**config.mk**
```make
export PLATFORM = sky130hd
export DESIGN_NAME = maab_exec
export DESIGN_NICKNAME = d
export VERILOG_FILES = /design/src/rtl/maab_pkg.sv /design/src/rtl/maab_alu_if.sv /design/src/rtl/maab_alu_core.sv /design/src/rtl/maab_exec.sv
export SDC_FILE = /design/constraint.sdc
export NUM_CORES = 1
export LEC_CHECK = 0
export BUFFER_PORTS_ARGS = -buffer_cell sky130_fd_sc_hd__buf_2
export CAP_MARGIN = 5
export CORE_UTILIZATION = 40
export CTS_BUF_LIST = sky130_fd_sc_hd__clkbuf_8
export DETAILED_ROUTE_END_ITERATION = 16
export PLACE_DENSITY = 0.61
export SYNTH_ARGS = -nofsm -noshare
export SYNTH_HDL_FRONTEND = slang
export SYNTH_HIERARCHICAL = 1
export SYNTH_SLANG_ARGS = --single-unit
```
**constraint.sdc**
```tcl
create_clock -name core_clk -period 3.7 [get_ports core_clk]
set_input_delay 0.185 -clock core_clk [delete_from_list [all_inputs] [get_ports core_clk]]
set_output_delay 0.185 -clock core_clk [all_outputs]
set_load 0.05 [all_outputs]
```
**src/rtl/maab_pkg.sv**
```systemverilog
// Shared constants and types for the add and bit-operation datapath
`default_nettype none
package maab_pkg;
  localparam int unsigned DATA_W = 8;
  localparam int unsigned FILE_ADDR_W = 7;
  localparam int unsigned BIT_IDX_W = 3;
  localparam logic [7:0] WORK_RST = 8'h00;
  localparam logic FLAG_RST = 1'b0;
  localparam logic [7:0] BIT_ONE = 8'h01;

  typedef enum logic [2:0] {
    OP_ADD_IMM_WITH_CARRY = 3'b000,
    OP_ADD_IMM = 3'b001,
    OP_AND_WORK_WITH_FILE = 3'b010,
    OP_AND_WORK_WITH_IMM = 3'b011,
    OP_BIT_CLEAR_FILE = 3'b100,
    OP_BIT_SET_FILE = 3'b101
  } maab_op_t;
endpackage
`default_nettype wire

```
**src/rtl/maab_alu_if.sv**
```systemverilog
// Operand and result bundle between the sequencer and the arithmetic core
`default_nettype none
interface maab_alu_if;
  import maab_pkg::*;
  maab_op_t op;
  logic [7:0] opnd_a;
  logic [7:0] opnd_b;
  logic carry_in;
  logic [2:0] bit_sel;
  logic [7:0] result;
  logic zero;
  logic nibble_carry;
  logic carry_out;

  modport ctrl (
    output op, opnd_a, opnd_b, carry_in, bit_sel,
    input result, zero, nibble_carry, carry_out
  );
  modport core (
    input op, opnd_a, opnd_b, carry_in, bit_sel,
    output result, zero, nibble_carry, carry_out
  );
endinterface
`default_nettype wire

```
**src/rtl/maab_alu_core.sv**
```systemverilog
// Combinational adder, AND unit and bit modifier
`default_nettype none
module maab_alu_core (
  // Operands in, result out
  maab_alu_if.core alu
);
  import maab_pkg::*;

  logic cin_eff;
  logic [4:0] low_sum;
  logic [8:0] full_sum;
  logic [7:0] bit_mask;
  logic [7:0] res;

  always_comb begin
    // Plain add ignores the incoming carry
    cin_eff = (alu.op == OP_ADD_IMM_WITH_CARRY) ? alu.carry_in : 1'b0;
    low_sum = 5'(alu.opnd_a[3:0]) + 5'(alu.opnd_b[3:0]) + 5'(cin_eff);
    full_sum = 9'(alu.opnd_a) + 9'(alu.opnd_b) + 9'(cin_eff);
    bit_mask = BIT_ONE << alu.bit_sel;
    case (alu.op)
      OP_ADD_IMM_WITH_CARRY, OP_ADD_IMM: begin
        res = full_sum[7:0];
      end
      OP_AND_WORK_WITH_FILE, OP_AND_WORK_WITH_IMM: begin
        res = alu.opnd_a & alu.opnd_b;
      end
      OP_BIT_CLEAR_FILE: begin
        res = alu.opnd_b & ~bit_mask;
      end
      OP_BIT_SET_FILE: begin
        res = alu.opnd_b | bit_mask;
      end
      default: begin
        res = alu.opnd_a;
      end
    endcase
  end

  assign alu.result = res;
  assign alu.zero = (res == 8'h00);
  assign alu.nibble_carry = low_sum[4];
  assign alu.carry_out = full_sum[8];
endmodule
`default_nettype wire

```
**src/rtl/maab_exec.sv**
```systemverilog
// Single-cycle execution of add, AND and bit set/clear operations
`default_nettype none
module maab_exec #(
  parameter int unsigned ADDR_W = maab_pkg::FILE_ADDR_W
) (
  // Clock and reset
  input wire logic core_clk,
  input wire logic arst_n,
  // Operation request
  input wire logic op_valid,
  input wire maab_pkg::maab_op_t op_code,
  input wire logic dest_to_file,
  input wire logic [ADDR_W-1:0] file_addr,
  input wire logic [maab_pkg::BIT_IDX_W-1:0] bit_sel,
  input wire logic [7:0] imm_in,
  // File register read data for file_addr
  input wire logic [7:0] file_rd_data,
  // Working register and status flags
  output logic [7:0] working_register_ff,
  output logic zero_flag_ff,
  output logic nibble_carry_flag_ff,
  output logic carry_flag_ff,
  // File register write-back
  output logic file_wr_en_ff,
  output logic [ADDR_W-1:0] file_wr_addr_ff,
  output logic [7:0] file_wr_data_ff,
  // Completion
  output logic op_done_ff
);
  import maab_pkg::*;

  if (ADDR_W < 1 || ADDR_W > FILE_ADDR_W) begin : g_addr_chk
    $error("maab_exec: ADDR_W must be 1 to 7");
  end

  // ----------------------------------------------------------------
  // Decode
  // ----------------------------------------------------------------
  logic op_legal;
  logic is_add;
  logic uses_file;
  logic to_work;
  logic to_file;
  logic upd_zero;

  always_comb begin
    op_legal = 1'b1;
    is_add = 1'b0;
    uses_file = 1'b0;
    to_work = 1'b0;
    to_file = 1'b0;
    upd_zero = 1'b0;
    case (op_code)
      OP_ADD_IMM_WITH_CARRY, OP_ADD_IMM: begin
        is_add = 1'b1;
        to_work = 1'b1;
        upd_zero = 1'b1;
      end
      OP_AND_WORK_WITH_FILE: begin
        uses_file = 1'b1;
        to_work = ~dest_to_file;
        to_file = dest_to_file;
        upd_zero = 1'b1;
      end
      OP_AND_WORK_WITH_IMM: begin
        to_work = 1'b1;
        upd_zero = 1'b1;
      end
      OP_BIT_CLEAR_FILE, OP_BIT_SET_FILE: begin
        uses_file = 1'b1;
        to_file = 1'b1;
      end
      default: begin
        op_legal = 1'b0;
      end
    endcase
  end

  // ----------------------------------------------------------------
  // Arithmetic core
  // ----------------------------------------------------------------
  maab_alu_if alu_bus ();

  assign alu_bus.op = op_code;
  assign alu_bus.opnd_a = working_register_ff;
  assign alu_bus.opnd_b = uses_file ? file_rd_data : imm_in;
  assign alu_bus.carry_in = carry_flag_ff;
  assign alu_bus.bit_sel = bit_sel;

  maab_alu_core u_core (
    .alu(alu_bus.core)
  );

  logic take;
  assign take = op_valid && op_legal;

  // ----------------------------------------------------------------
  // Working register
  // ----------------------------------------------------------------
  always_ff @(posedge core_clk or negedge arst_n) begin
    if (!arst_n) begin
      working_register_ff <= WORK_RST;
    end else if (take && to_work) begin
      working_register_ff <= alu_bus.result;
    end
  end

  // ----------------------------------------------------------------
  // Status flags
  // ----------------------------------------------------------------
  always_ff @(posedge core_clk or negedge arst_n) begin
    if (!arst_n) begin
      zero_flag_ff <= FLAG_RST;
    end else if (take && upd_zero) begin
      zero_flag_ff <= alu_bus.zero;
    end
  end

  // Only additions touch carry and nibble carry
  always_ff @(posedge core_clk or negedge arst_n) begin
    if (!arst_n) begin
      nibble_carry_flag_ff <= FLAG_RST;
      carry_flag_ff <= FLAG_RST;
    end else if (take && is_add) begin
      nibble_carry_flag_ff <= alu_bus.nibble_carry;
      carry_flag_ff <= alu_bus.carry_out;
    end
  end

  // ----------------------------------------------------------------
  // File write-back and completion
  // ----------------------------------------------------------------
  always_ff @(posedge core_clk or negedge arst_n) begin
    if (!arst_n) begin
      file_wr_en_ff <= 1'b0;
      file_wr_addr_ff <= '0;
      file_wr_data_ff <= 8'h00;
    end else begin
      file_wr_en_ff <= take && to_file;
      if (take && to_file) begin
        file_wr_addr_ff <= file_addr;
        file_wr_data_ff <= alu_bus.result;
      end
    end
  end

  always_ff @(posedge core_clk or negedge arst_n) begin
    if (!arst_n) begin
      op_done_ff <= 1'b0;
    end else begin
      op_done_ff <= take;
    end
  end

  // ----------------------------------------------------------------
  // Assertions
  // ----------------------------------------------------------------
  logic [8:0] chk_adc;
  logic [8:0] chk_add;
  logic [4:0] chk_low;
  logic [7:0] chk_mask;
  logic [7:0] chk_and_file;
  logic [7:0] chk_and_imm;
  logic [7:0] chk_clr;
  logic [7:0] chk_set;
  assign chk_adc = 9'(working_register_ff) + 9'(imm_in) + 9'(carry_flag_ff);
  assign chk_add = 9'(working_register_ff) + 9'(imm_in);
  assign chk_low = 5'(working_register_ff[3:0]) + 5'(imm_in[3:0]);
  assign chk_mask = BIT_ONE << bit_sel;
  assign chk_and_file = working_register_ff & file_rd_data;
  assign chk_and_imm = working_register_ff & imm_in;
  assign chk_clr = file_rd_data & ~chk_mask;
  assign chk_set = file_rd_data | chk_mask;
endmodule
`default_nettype wire

```
# After elaboration in Yosys (flattened, before gate mapping)
# Cells that the tools add are included.
dict set report totals {
  regBits 28
  in_bits 33
  out_inout_bits 28
  wordCells 46
}
dict set report op_classes {
  addsub 4
  n_eq_ne 5
  shift 1
  muxes 9
  bitwise 5
  n_reduce_logical 14
}
# cell count
set op_table {}
lappend op_table {{8-bit one-hot mux with 4 select lines} 1}
lappend op_table {{8-bit bitwise AND} 2}
lappend op_table {{8-bit by 8-bit adder with 9-bit output} 1}
lappend op_table {{9-bit by 1-bit adder with 9-bit output} 1}
lappend op_table {{8-bit zero test} 1}
lappend op_table {{8-bit two-way mux} 1}
lappend op_table {{8-bit inverter} 1}
lappend op_table {{8-bit OR} 1}
lappend op_table {{1-bit by 3-bit << shifter with 8-bit output, first input constant} 1}
lappend op_table {{3-bit by 2-bit equality test with 1-bit output, second input constant} 2}
lappend op_table {{3-bit equality test, second input constant} 2}
lappend op_table {{2-bit OR reduction} 3}
lappend op_table {{3-bit OR reduction} 2}
lappend op_table {{6-bit OR reduction} 1}
lappend op_table {{4-bit by 4-bit adder with 5-bit output} 1}
lappend op_table {{5-bit by 1-bit adder with 5-bit output} 1}
lappend op_table {{1-bit logical AND} 5}
lappend op_table {{1-bit two-way mux} 5}
lappend op_table {{1-bit one-hot mux with 2 select lines} 2}
lappend op_table {{4-bit OR reduction} 1}
lappend op_table {{3-bit by 1-bit equality test with 1-bit output, second input constant} 1}
lappend op_table {{3-bit zero test} 1}
lappend op_table {{1-bit inverter} 1}

# Logic depth before layout (Yosys ltp)
# Gate-level depths: netlist (run 1).
dict set report depth {
  word_depth 8
  depth_mapped 14
  mapped_depth_nobuf 14
}

# Modules after synthesis
# The synthesis (run 1) kept the hierarchy.
# mod instances cells_each area_each_um2 seq_area_each_um2
set modules_own_cells {}
lappend modules_own_cells {maab_exec 1 75 1236.2 700.7}
lappend modules_own_cells {maab_alu_core 1 100 742.0 0.0}

# Worst setup path after synthesis (run 1)
# No wires, ideal clock.
dict set report synth_path {
  path_type {input -> register}
  startpoint {input op_code[2]}
  endpoint {register zero_flag_ff}
  setup_ps 67
  t_arrival_ps 3133
  t_required_ps 3633
  slack_ps 500
  path_stages 14
  n_path_buf 0
  cell_sequence {nor2b_2 nor2_2 mux2_1 inv_1 fa_1 inv_1 fa_1 and3_2 nor2_1 xor2_1 o221ai_1 or4_1 a211oi_2 mux2_2}
}
dict set report synth_between {
  elab_chain_len 8
  elab_cells_between_ends 25
  classes_between {add/sub (2); eq/ne (5); mux (6); bitwise (3); reduce/logical (9)}
}
# element line_no
set synth_rtl {}
lappend synth_rtl {{start: declaration} maab_exec.sv:11} ;# input wire maab_pkg::maab_op_t op_code,
lappend synth_rtl {{3-bit by 2-bit equality test with 1-bit output / 3-bit equality test (equally long branches)} maab_exec.sv:53} ;# case (op_code)
lappend synth_rtl {{3-bit OR reduction (no source line) (*)} -}
lappend synth_rtl {{1-bit two-way mux (*)} maab_exec.sv:53}
lappend synth_rtl {{8-bit two-way mux (*)} maab_exec.sv:86} ;# assign alu_bus.opnd_b = uses_file ? file_rd_data : imm_in;
lappend synth_rtl {{via alu_bus.opnd_b[0]} maab_alu_if.sv:7} ;# logic [7:0] opnd_b;
lappend synth_rtl {{8-bit by 8-bit adder with 9-bit output (*)} maab_alu_core.sv:19} ;# full_sum = 9'(alu.opnd_a) + 9'(alu.opnd_b) + 9'(cin_eff);
lappend synth_rtl {{9-bit by 1-bit adder with 9-bit output (*)} maab_alu_core.sv:19}
lappend synth_rtl {{8-bit one-hot mux with 4 select lines (*)} maab_alu_core.sv:21} ;# case (alu.op)
lappend synth_rtl {{via alu_bus.result[4]} maab_alu_if.sv:10} ;# logic [7:0] result;
lappend synth_rtl {{8-bit zero test (*)} maab_alu_core.sv:41} ;# assign alu.zero = (res == 8'h00);
lappend synth_rtl {{via alu_bus.zero} maab_alu_if.sv:11} ;# logic zero;
lappend synth_rtl {{end signal: assignment} maab_exec.sv:115} ;# zero_flag_ff <= alu_bus.zero;
lappend synth_rtl {{end: declaration} maab_exec.sv:20} ;# output logic zero_flag_ff,
# The timed path passes the listed nets; every way through them passes the cells marked *.
# A chain may end at the register's enable or synchronous reset.

# Worst setup path in the final report (run 1)
# Ends and elaborated chain as after synthesis.

==> impl_metrics.sql, run 1 <==
INSERT INTO impl_metrics (metric_group, metric, value, unit) VALUES
('clock_network', 'clock_tree_from_tritoncts', 'yes', ''),
('worst_hold_path', 'min_path_type', 'in2reg', ''),
('placement', 'port-buffer-count', '60', ''),
('grt', 'globalRouteOverflowTotal', '0', ''),
('routing', 'drtIter0Drc', '164', ''),
('yosys', 'postSynthCellCount', '175', ''),
('clock_network', 'cts.clk_slew.worst_paths', '0.09', 'ns'),
('clock_network', 'clock_tree.root_cell', 'sky130_fd_sc_hd__clkbuf_8', ''),
('yosys', 'yosys-top-cells-count', '28 x sky130_fd_sc_hd__dfrtp_1, 15 x sky130_fd_sc_hd__mux2_2, 11 x sky130_fd_sc_hd__inv_1, 11 x sky130_fd_sc_hd__mux2_1, 10 x sky130_fd_sc_hd__mux2_4', ''),
('finish', 'drive_gt1_share', '42.9', '%'),
('grt', 'grt_use_total', '17.7', '%'),
('placement', 'place.gp.congestion', '0.848', ''),
('placement', 'hpwlAfterDp', '3420', 'µm'),
('yosys', 'yosysWarnings', '6', ''),
('clock_network', 'cts_max_level', '1', ''),
('clock_network', 'post_cts_resize_count', '0', ''),
('die', 'die_y', '72.3', 'µm'),
('timing', 'summed_negative_setup_slack_over_all_endpoints', '0', 'ns'),
('flow_run', 'max_cap_viol_count', '0', ''),
('grt', 'first_global_vias', '1486', ''),
('yosys', 'synth_edf_count', '0', ''),
('critical_path', 'end_kind', 'register', ''),
('routing', 'drc', '0', ''),
('timing', 'final_max_slew_viol_count', '0', ''),
('timing', 'hold_violations', '0', ''),
('routing', 'avgViaCountPerCell', '5.03', ''),
('critical_path', 'worst_setup_path_start_kind', 'input pin', ''),
('routing', 'route.detailed.wl_per_inst', '14.2', 'µm'),
('clock_network', 'insertion_delay', '0.27', 'ns'),
('worst_hold_path', 'hold-path-cell-count', '2', ''),
('timing', 'worst_pin_slew', '0.677', 'ns'),
('yosys', 'synth_seq_area_share', '35.4', '%'),
('yosys', 'synth_top_cell_by_area', 'sky130_fd_sc_hd__dfrtp_1', ''),
('placement', 'placed_cell_area', '2340', 'µm²'),
('finish', 'num-nets-final', '281', ''),
('critical_path', 'crit_required', '3.91', 'ns'),
('worst_hold_path', 'min_from', 'file_addr[3]', ''),
('power_and_ir_drop', 'vdd.ir_drop.worst', '441', 'µV'),
('power_and_ir_drop', 'leakage', '1.22', 'nW'),
('die', 'initial_core_utilization', '41.6', '%'),
('die', 'die_x', '72.3', 'µm'),
('finish', 'post-route-cell-area', '2410', 'µm²'),
('yosys', 'async_flop_share', '100', '%'),
('critical_path', 'r2r-end', 'zero_flag_ff$_DFFE_PN0P_', ''),
('critical_path', 'worst-setup-path-type', 'in2reg', ''),
('grt', 'grt_antenna_before_repair', '0', ''),
('timing', 'timing.slew.headroom', '54.7', '%'),
('die', 'die-area', '5230', 'µm²'),
('timing', 'highest_clock_rate', '0.316', 'GHz'),
('critical_path', 'r2r_start', 'carry_flag_ff$_DFFE_PN0P_', ''),
('die', 'num_rows', '25', ''),
('grt', 'grt_start_max_net_pins', '29', ''),
('power_and_ir_drop', 'power.density_cell_area', '710', 'nW/µm²'),
('worst_hold_path', 'hold-path-endpoint', 'file_wr_addr_ff[3]$_DFFE_PN0P_', ''),
('finish', 'flow.area_growth_from_synthesis', '21.6', '%'),
('yosys', 'synth_top_cells_by_area', 'sky130_fd_sc_hd__dfrtp_1 35%, sky130_fd_sc_hd__mux2_2 8.5%, sky130_fd_sc_hd__mux2_4 7.6%', ''),
('yosys', 'yosys_most_used_dff', 'sky130_fd_sc_hd__dfrtp_1', ''),
('clock_network', 'cts-buffers-inserted', '3', ''),
('critical_path', 'regToRegSetupSlack', '0.83', 'ns'),
('yosys', 'synth_nets', '217', ''),
('yosys', 'synth.ff_latch_count', '28', ''),
('routing', 'routed-via-count', '1534', ''),
('outcome', 'status', 'complete, no violations', ''),
('yosys', 'synth.cell_area', '1980', 'µm²'),
('finish', 'filler_cell_count_in_the_final_layout', '474', ''),
('timing', 'finalHoldWorstSlack', '0.140', 'ns'),
('grt', 'global_route_wire_length_before_repair', '7180', 'µm'),
('critical_path', 'crit_path_max_fanout', '6', ''),
('timing', 'grt_setup_unrepaired', 'no', ''),
('timing', 'layout_worst_path_cycle_share', '85.5', '%'),
('timing', 'finalClockSkew', '0.00262', 'ns');
where the power goes:
group / internal, mW / switching [mW] / leakage (nW)
Clock: 0.0951 / 0.0904 / 0.0288
Sequential: 0.413 / 0.0813 / 0.340
Combinational: 0.347 / 0.681 / 0.849
Total: 0.856 / 0.853 / 1.22
per-stage QoR:
stage / total power, mW / utilization (%) / setup slack [ns] / std cells
2_1_floorplan: 1.29 / - / 0.500 / 175
3_3_place_gp: 1.53 / 49.2 / 0.272 / 300
3_5_place_dp: 1.53 / 49.2 / 0.254 / 300
4_1_cts: 1.72 / 50.6 / 0.542 / 305
5_1_grt: 1.83 / 50.6 / 0.341 / 305
6_report: 1.71 / 50.6 / 0.536 / 305
metal layers:
| layer | vias to the layer above | track usage, % | wire (µm) | share of wire (%) |
|---|---|---|---|---|
| met5 | - | 0 | 0 | 0 |
| met4 | 0 | 4.58 | 16 | 0.37 |
| met3 | 2 | 2.78 | 216 | 5.0 |
| met2 | 45 | 27.7 | 1940 | 45 |
| met1 | 717 | 25.5 | 2150 | 50 |
| li1 | 770 | - | - | - |
logic make-up (layout without fill, tap and decap cells):
logic type | after synthesis | in the layout | synth area share (%)
multiplexers | 43 | 43 | 25.9
AO/OA/AOI/OAI | 38 | 38 | 14.7
AND/OR/NAND/NOR | 37 | 37 | 11.5
flip-flops | 28 | 28 | 35.4
buffers and inverters | 17 | 80 | 4.68
adder cells (fa/ha/maj) | 9 | 9 | 6.45
XOR/XNOR | 3 | 3 | 1.33
layout by cell type, fill, tap and decap left out, types with 3 or more instances in the layout:
cell type	Yosys	routed
sky130_fd_sc_hd__buf_2	1	60
sky130_fd_sc_hd__dfrtp_1	28	28
sky130_fd_sc_hd__mux2_2	15	15
sky130_fd_sc_hd__mux2_1	11	11
sky130_fd_sc_hd__inv_1	11	11
sky130_fd_sc_hd__mux2_4	10	10
sky130_fd_sc_hd__nor2_1	8	8
sky130_fd_sc_hd__mux2i_1	7	7
sky130_fd_sc_hd__ha_1	7	7
sky130_fd_sc_hd__o21ai_0	6	6
sky130_fd_sc_hd__nand2_1	6	6
sky130_fd_sc_hd__o211ai_1	5	5
sky130_fd_sc_hd__clkbuf_8	1	4
sky130_fd_sc_hd__buf_4	0	4
sky130_fd_sc_hd__nand3b_1	4	4
sky130_fd_sc_hd__a21o_1	4	4
sky130_fd_sc_hd__a31oi_1	4	4
sky130_fd_sc_hd__a21oi_1	3	3
sequential cells by signal, indices dropped and copies added, names as in the netlist:
name / count
file_wr_data_ff: 8
nibble_carry_flag_ff: 1
zero_flag_ff: 1
file_wr_en_ff: 1
working_register_ff: 8
file_wr_addr_ff: 7
carry_flag_ff: 1
op_done_ff: 1
layout make-up:
type | instances | area, µm² | share of cell area, %
Clock buffer | 4 | 55.1 | 2.29
Inverter | 11 | 41.3 | 1.72
Multi-Input combinational cell | 130 | 1180 | 49.2
Sequential cell | 28 | 701 | 29.1
Tap cell | 67 | 83.8 | 3.48
Timing Repair Buffer | 65 | 340 | 14.1
repair_timing:
action / in CTS / in global routing
hold buffers: 1 / 0
setup buffers: 0 / 0
endpoints found under the hold margin: 28 / 0
how the worst max path moves through the flow:
stage,startpoint,endpoint,cells after the start
2_1_floorplan,op_code[2],zero_flag_ff$_DFFE_PN0P_,14
3_3_place_gp,op_code[2],zero_flag_ff$_DFFE_PN0P_,13
3_5_place_dp,op_code[2],zero_flag_ff$_DFFE_PN0P_,15
4_1_cts,op_code[2],zero_flag_ff$_DFFE_PN0P_,15
5_1_grt,op_code[2],zero_flag_ff$_DFFE_PN0P_,15
6_report,op_code[2],zero_flag_ff$_DFFE_PN0P_,15
worst max-delay path: stages:
cell and delay [ns]:
sky130_fd_sc_hd__buf_2 0.13, sky130_fd_sc_hd__nor2b_2 0.18, sky130_fd_sc_hd__nor2_2 0.14, sky130_fd_sc_hd__mux2_1 0.37
sky130_fd_sc_hd__inv_1 0.09, sky130_fd_sc_hd__fa_1 0.19, sky130_fd_sc_hd__inv_1 0.07, sky130_fd_sc_hd__fa_1 0.39
sky130_fd_sc_hd__and3_2 0.20, sky130_fd_sc_hd__nor2_1 0.17, sky130_fd_sc_hd__xor2_1 0.18, sky130_fd_sc_hd__o221ai_1 0.20
sky130_fd_sc_hd__or4_1 0.57, sky130_fd_sc_hd__a211oi_2 0.15, sky130_fd_sc_hd__mux2_2 0.17
Note: power is estimated with default switching activity, not from simulation.
==> run 2: changes to the inputs <==
- CORE_MARGIN: unset -> 8
==> impl_metrics.sql, run 2 (synthesis results as in run 1) <==
INSERT INTO impl_metrics (metric_group, metric, value, unit) VALUES
('power_and_ir_drop', 'clock_power_share', '13.5', '%'),
('critical_path', 'worst_setup_path_start_kind', 'input pin', ''),
('finish', 'final_common_cell', 'sky130_fd_sc_hd__buf_2', ''),
('clock_network', 'postCtsHoldBufs', '1', ''),
('clock_network', 'insertion_delay', '0.27', 'ns'),
('power_and_ir_drop', 'p_seq_share', '28.1', '%'),
('clock_network', 'cts.path.max_buffers', '2', ''),
('timing', 'summed_negative_setup_slack_over_all_endpoints', '0', 'ns'),
('clock_network', 'cts_max_level', '1', ''),
('finish', 'mostFrequentLayoutCells', '60 x sky130_fd_sc_hd__buf_2, 28 x sky130_fd_sc_hd__dfrtp_1, 15 x sky130_fd_sc_hd__mux2_2', ''),
('placement', 'port-buffer-count', '60', ''),
('die', 'die-area', '7450', 'µm²'),
('timing', 'fin_crit', '3.08', 'ns'),
('finish', 'drive_gt1_share', '43.3', '%'),
('clock_network', 'clock_tree.root_cell', 'sky130_fd_sc_hd__clkbuf_8', ''),
('timing', 'setup_viol', '0', ''),
('die', 'fp.coreArea', '4750', 'µm²'),
('finish', 'flow.area_growth_from_synthesis', '23.2', '%'),
('finish', 'layout.core_utilization', '51.3', '%'),
('placement', 'hpwlAfterDp', '3880', 'µm'),
('critical_path', 'worst-setup-path-type', 'in2reg', ''),
('critical_path', 'cpMaxStageDelayCell', 'sky130_fd_sc_hd__or4_1', ''),
('flow_run', 'max_cap_viol_count', '0', ''),
('grt', 'global_route_wire_length_before_repair', '7990', 'µm'),
('routing', 'dr.pass1.iters', '4', ''),
('placement', 'place.gp.congestion', '0.878', ''),
('clock_network', 'cts-buffers-inserted', '3', ''),
('clock_network', 'clock_sinks', '28', ''),
('critical_path', 'crit_path_max_fanout', '3', ''),
('die', 'num_rows', '25', ''),
('die', 'num_io_pins', '61', ''),
('clock_network', 'post_cts_resize_count', '0', ''),
('timing', 'final_max_slew_viol_count', '0', ''),
('finish', 'num-nets-final', '283', ''),
('routing', 'route.detailed.wl_per_inst', '15.6', 'µm'),
('critical_path', 'slowest_delay', '0.55', 'ns'),
('timing', 'highest_clock_rate', '0.324', 'GHz'),
('timing', 'setup_slack', '0.616', 'ns'),
('routing', 'drc', '0', ''),
('grt', 'grt_use_total', '13.2', '%'),
('grt', 'globalRouteOverflowTotal', '0', ''),
('routing', 'route.antenna.remaining_nets', '0', ''),
('timing', 'hold_violations', '0', ''),
('power_and_ir_drop', 'power_switching', '865', 'µW'),
('timing', 'timing.slew.headroom', '56.5', '%'),
('power_and_ir_drop', 'share_comb_of_total_power', '58.4', '%'),
('routing', 'avgViaCountPerCell', '5.07', ''),
('grt', 'grt_antenna_before_repair', '0', ''),
('routing', 'routed-via-count', '1556', ''),
('placement', 'pre_cts_ws', '0.302', 'ns'),
('critical_path', 'end_kind', 'register', ''),
('power_and_ir_drop', 'netSwitchingFraction', '48.7', '%'),
('timing', 'grt_setup_unrepaired', 'no', ''),
('routing', 'route.final.wire_length', '4790', 'µm'),
('finish', 'multi_input_area', '1180', 'µm²'),
('grt', 'grt_start_max_net_pins', '29', ''),
('power_and_ir_drop', 'vdd.ir_drop.worst', '386', 'µV'),
('timing', 'finalHoldWorstSlack', '0.130', 'ns'),
('timing', 'finalClockSkew', '0.00560', 'ns'),
('critical_path', 'cp_cell_sequence', 'buf_2, nor2b_2, nor2_2, mux2_1, inv_1, fa_1, inv_1, fa_1, and3_2, nor2_1, xor2_1, o221ai_1, or4_1, a211oi_2, mux2_2', ''),
('routing', 'drtIter0Drc', '60', ''),
('timing', 'worst_pin_slew', '0.650', 'ns'),
('power_and_ir_drop', 'total_power_after_layout', '1.78', 'mW'),
('critical_path', 'path_buf_inv', '3', ''),
('finish', 'filler_cell_count_in_the_final_layout', '472', ''),
('power_and_ir_drop', 'power.density_cell_area', '729', 'nW/µm²'),
('grt', 'first_global_vias', '1629', ''),
('die', 'initial_core_utilization', '41.6', '%'),
('finish', 'sequential_standard_cell_area', '701', 'µm²'),
('finish', 'post-route-cell-area', '2440', 'µm²'),
('finish', 'final-instance-count-excl-fill', '307', ''),
('power_and_ir_drop', 'leakage', '1.24', 'nW'),
('worst_hold_path', 'min_path_type', 'in2reg', ''),
('die', 'die_x', '86.3', 'µm'),
('timing', 'layout_worst_path_cycle_share', '83.3', '%'),
('clock_network', 'cts.clk_slew.worst_paths', '0.10', 'ns'),
('die', 'die_y', '86.3', 'µm'),
('placement', 'placed_cell_area', '2360', 'µm²'),
('critical_path', 'family_with_the_most_delay_on_the_worst_path', 'simple AND/OR/NAND/NOR gates', ''),
('critical_path', 'crit_required', '3.92', 'ns'),
('critical_path', 'critPathArrivalTime', '3.31', 'ns'),
('outcome', 'status', 'complete, no violations', ''),
('finish', 'largest_registers', 'file_wr_data_ff: 8 flops, working_register_ff: 8 flops, file_wr_addr_ff: 7 flops', ''),
('clock_network', 'clock_tree_from_tritoncts', 'yes', ''),
('clock_network', 'postCtsSetupBuffers', '0', ''),
('placement', 'placed_cells', '302', ''),
('finish', 'antennaDiodeCount', '0', ''),
('power_and_ir_drop', 'internal-power', '911', 'µW');
==> run 2: cell count changes in the layout (fill, tap and decap cells not counted) <==
cell                        change
sky130_fd_sc_hd__buf_4          +2
sky130_fd_sc_hd__bufinv_16      +1
sky130_fd_sc_hd__clkbuf_8       -1
==> run 2: cell type report <==
class                      instances  share of cell area (%)
inverter                          11                    1.69
sequential                        28                    28.7
multi-input combinational        130                    48.6
timing repair buffer              67                    14.6
tap                               67                    3.44
clock buffer                       3                    1.69
clock inverter                     1                    1.23
==> run 2: final timing paths <==
| kind | startpoint | end | slack, ns | cells after the start |
|---|---|---|---|---|
| setup / recovery | op_code[2] | zero_flag_ff$_DFFE_PN0P_ | 0.62 | 15 |
| hold / removal | file_addr[4] | file_wr_addr_ff[4]$_DFFE_PN0P_ | 0.13 | 2 |
| setup reg to reg | working_register_ff[0]$_DFFE_PN0P_ | zero_flag_ff$_DFFE_PN0P_ | 0.80 | 9 |
| hold reg to reg | nibble_carry_flag_ff$_DFFE_PN0P_ | nibble_carry_flag_ff$_DFFE_PN0P_ | 0.51 | 1 |
| max in group asynchronous | arst_n | file_wr_addr_ff[3]$_DFFE_PN0P_ | 2.84 | 2 |
| min in group asynchronous | arst_n | zero_flag_ff$_DFFE_PN0P_ | 0.45 | 2 |
==> run 2: power groups by stage <==
stage	sequential, mW	combinational [mW]	clock (mW)
final	0.499	1.04	0.239
after detailed placement	0.505	1.04	0
after global placement	0.505	1.05	0
after global routing	0.518	1.11	0.262
after CTS	0.501	1.05	0.249
after floorplan	0.875	0.412	0
==> run 2: per-layer routing <==
metal,part of all wire (%),up-vias,track usage (%)
met2,45,49,21.0
met4,0.88,0,3.76
li1,-,773,-
met5,0,-,0
met1,47,729,17.2
met3,7.0,5,3.40
==> run 3: changes to the inputs <==
- PLACE_DENSITY: 0.61 -> 0.63
- clock period: 3.7 -> 2.5 ns (I/O delays scaled with it)
==> impl_metrics.sql, run 3 (synthesis results as in run 1) <==
INSERT INTO impl_metrics (metric_group, metric, value, unit) VALUES
('outcome', 'status', 'finished, violations left', ''),
('outcome', 'violations', 'setup timing', ''),
('die', 'num_rows', '25', ''),
('critical_path', 'cpMaxStageDelayCell', 'sky130_fd_sc_hd__or4_4', ''),
('timing', 'finalHoldWorstSlack', '0.0796', 'ns'),
('timing', 'summed_negative_setup_slack_over_all_endpoints', '-0.821', 'ns'),
('die', 'num_io_pins', '61', ''),
('grt', 'global_route_wire_length_before_repair', '9090', 'µm'),
('finish', 'final-instance-count-excl-fill', '344', ''),
('routing', 'routed-via-count', '1738', ''),
('placement', 'placed_cell_area', '2640', 'µm²'),
('die', 'die_y', '86.3', 'µm'),
('critical_path', 'slowest_delay', '0.54', 'ns'),
('placement', 'pre_cts_ws', '-0.640', 'ns'),
('die', 'die-area', '7450', 'µm²'),
('clock_network', 'cts-buffers-inserted', '3', ''),
('routing', 'drc', '0', ''),
('clock_network', 'clock_sinks', '28', ''),
('timing', 'timing.slew.headroom', '57.1', '%'),
('grt', 'globalRouteOverflowTotal', '0', ''),
('die', 'initial_core_utilization', '41.6', '%'),
('finish', 'filler_cell_count_in_the_final_layout', '409', ''),
('finish', 'antennaDiodeCount', '0', ''),
('finish', 'post-route-cell-area', '2920', 'µm²'),
('timing', 'worst_pin_slew', '0.641', 'ns'),
('finish', 'final_common_cell', 'sky130_fd_sc_hd__buf_2', ''),
('clock_network', 'cts.path.max_buffers', '2', ''),
('flow_run', 'max_cap_viol_count', '0', ''),
('routing', 'route.detailed.wl_per_inst', '16.1', 'µm'),
('clock_network', 'insertion_delay', '0.27', 'ns'),
('critical_path', 'critPathArrivalTime', '3.05', 'ns'),
('critical_path', 'crit_required', '2.71', 'ns'),
('timing', 'highest_clock_rate', '0.353', 'GHz'),
('die', 'fp.coreArea', '4750', 'µm²'),
('timing', 'grt_setup_unrepaired', 'yes', ''),
('finish', 'mostFrequentLayoutCells', '57 x sky130_fd_sc_hd__buf_2, 39 x sky130_fd_sc_hd__buf_4, 26 x sky130_fd_sc_hd__dfrtp_1', ''),
('timing', 'setup_slack', '-0.332', 'ns'),
('routing', 'route.antenna.remaining_nets', '0', ''),
('power_and_ir_drop', 'vdd.ir_drop.worst', '699', 'µV'),
('power_and_ir_drop', 'leakage', '1.46', 'nW'),
('grt', 'grt_start_max_net_pins', '29', ''),
('critical_path', 'worst_setup_path_start_kind', 'input pin', ''),
('placement', 'placed_cells', '333', ''),
('timing', 'hold_violations', '0', ''),
('worst_hold_path', 'min_path_type', 'in2reg', ''),
('clock_network', 'clock_tree_from_tritoncts', 'yes', ''),
('critical_path', 'path_buf_inv', '3', ''),
('die', 'die_x', '86.3', 'µm'),
('critical_path', 'end_kind', 'register', ''),
('finish', 'num-nets-final', '321', ''),
('timing', 'final_max_slew_viol_count', '0', ''),
('grt', 'grt_antenna_before_repair', '0', ''),
('critical_path', 'cp_cell_sequence', 'buf_8, nor3b_4, nor2_4, buf_12, buf_4, mux2_2, ha_1, a21o_1, or2_1, a211o_1, or4_4, a211oi_2, mux2_2', ''),
('finish', 'flow.area_growth_from_synthesis', '47.4', '%'),
('grt', 'grt_use_total', '14.9', '%'),
('finish', 'sequential_standard_cell_area', '703', 'µm²'),
('routing', 'drtIter0Drc', '83', ''),
('critical_path', 'worst-setup-path-type', 'in2reg', ''),
('clock_network', 'clock_tree.root_cell', 'sky130_fd_sc_hd__clkbuf_8', ''),
('routing', 'avgViaCountPerCell', '5.05', ''),
('timing', 'fin_crit', '2.83', 'ns'),
('critical_path', 'family_with_the_most_delay_on_the_worst_path', 'simple AND/OR/NAND/NOR gates', ''),
('critical_path', 'crit_path_max_fanout', '4', ''),
('placement', 'port-buffer-count', '60', ''),
('clock_network', 'cts_max_level', '1', ''),
('routing', 'dr.pass1.iters', '4', ''),
('power_and_ir_drop', 'total_power_after_layout', '3.04', 'mW'),
('placement', 'place.gp.congestion', '0.909', ''),
('finish', 'drive_gt1_share', '59.6', '%'),
('routing', 'route.final.wire_length', '5520', 'µm'),
('timing', 'setup_viol', '6', ''),
('clock_network', 'cts.clk_slew.worst_paths', '0.09', 'ns'),
('power_and_ir_drop', 'power.density_cell_area', '1040', 'nW/µm²'),
('finish', 'largest_registers', 'file_wr_data_ff: 8 flops, working_register_ff: 8 flops, file_wr_addr_ff: 7 flops', ''),
('timing', 'layout_worst_path_cycle_share', '113', '%'),
('placement', 'hpwlAfterDp', '4180', 'µm'),
('finish', 'multi_input_area', '1350', 'µm²'),
('critical_path', 'path_common_cell', 'sky130_fd_sc_hd__mux2_2', ''),
('timing', 'finalClockSkew', '0.00166', 'ns'),
('finish', 'layout.core_utilization', '61.3', '%'),
('grt', 'first_global_vias', '1923', '');
run 3: final timing paths:
path                                                 from                        endpoint  slack, ns  cells past startpoint
setup / recovery                               op_code[1]        zero_flag_ff$_DFFE_PN0P_      -0.33                     13
hold / removal                               file_addr[5]  file_wr_addr_ff[5]$_DFFE_PN0P_       0.08                      2
setup reg to reg                carry_flag_ff$_DFFE_PN0P_        zero_flag_ff$_DFFE_PN0P_      -0.24                      9
hold reg to reg            file_wr_data_ff[1]$_DFFE_PN0P_  file_wr_data_ff[1]$_DFFE_PN0P_       0.51                      1
max in group asynchronous                          arst_n       carry_flag_ff$_DFFE_PN0P_       1.65                      2
min in group asynchronous                          arst_n  file_wr_data_ff[3]$_DFFE_PN0P_       0.40                      2
run 3: power by group:
| part | total [mW] | switching, mW | internal [mW] |
|---|---|---|---|
| combinational | 2.07 | 1.21 | 0.866 |
| clock | 0.239 | 0.131 | 0.108 |
| sequential | 0.730 | 0.115 | 0.614 |
run 3: area by class of cell:
type / instances / area share [%]
tap: 67 / 2.88
sequential: 28 / 24.1
multi-input combinational: 130 / 46.3
timing repair buffer: 105 / 23.8
clock buffer: 3 / 1.42
inverter: 11 / 1.50
run 3: routing by layer:
metal	vias to the layer above	GRT usage, %	share of wire [%]
met4	0	4.07	1.1
met3	7	3.59	7.0
met2	54	25.1	46
li1	853	-	-
met5	-	0	0
met1	824	18.5	46
run 3: timing repair:
| item | in CTS | in global routing |
|---|---|---|
| setup endpoints to repair | 6 | 8 |
| setup buffers | 5 | 3 |
| hold buffers | 1 | 0 |
| gates resized for setup | 20 | 14 |
| pin swaps | 7 | 11 |
| hold endpoints to repair | 28 | 0 |
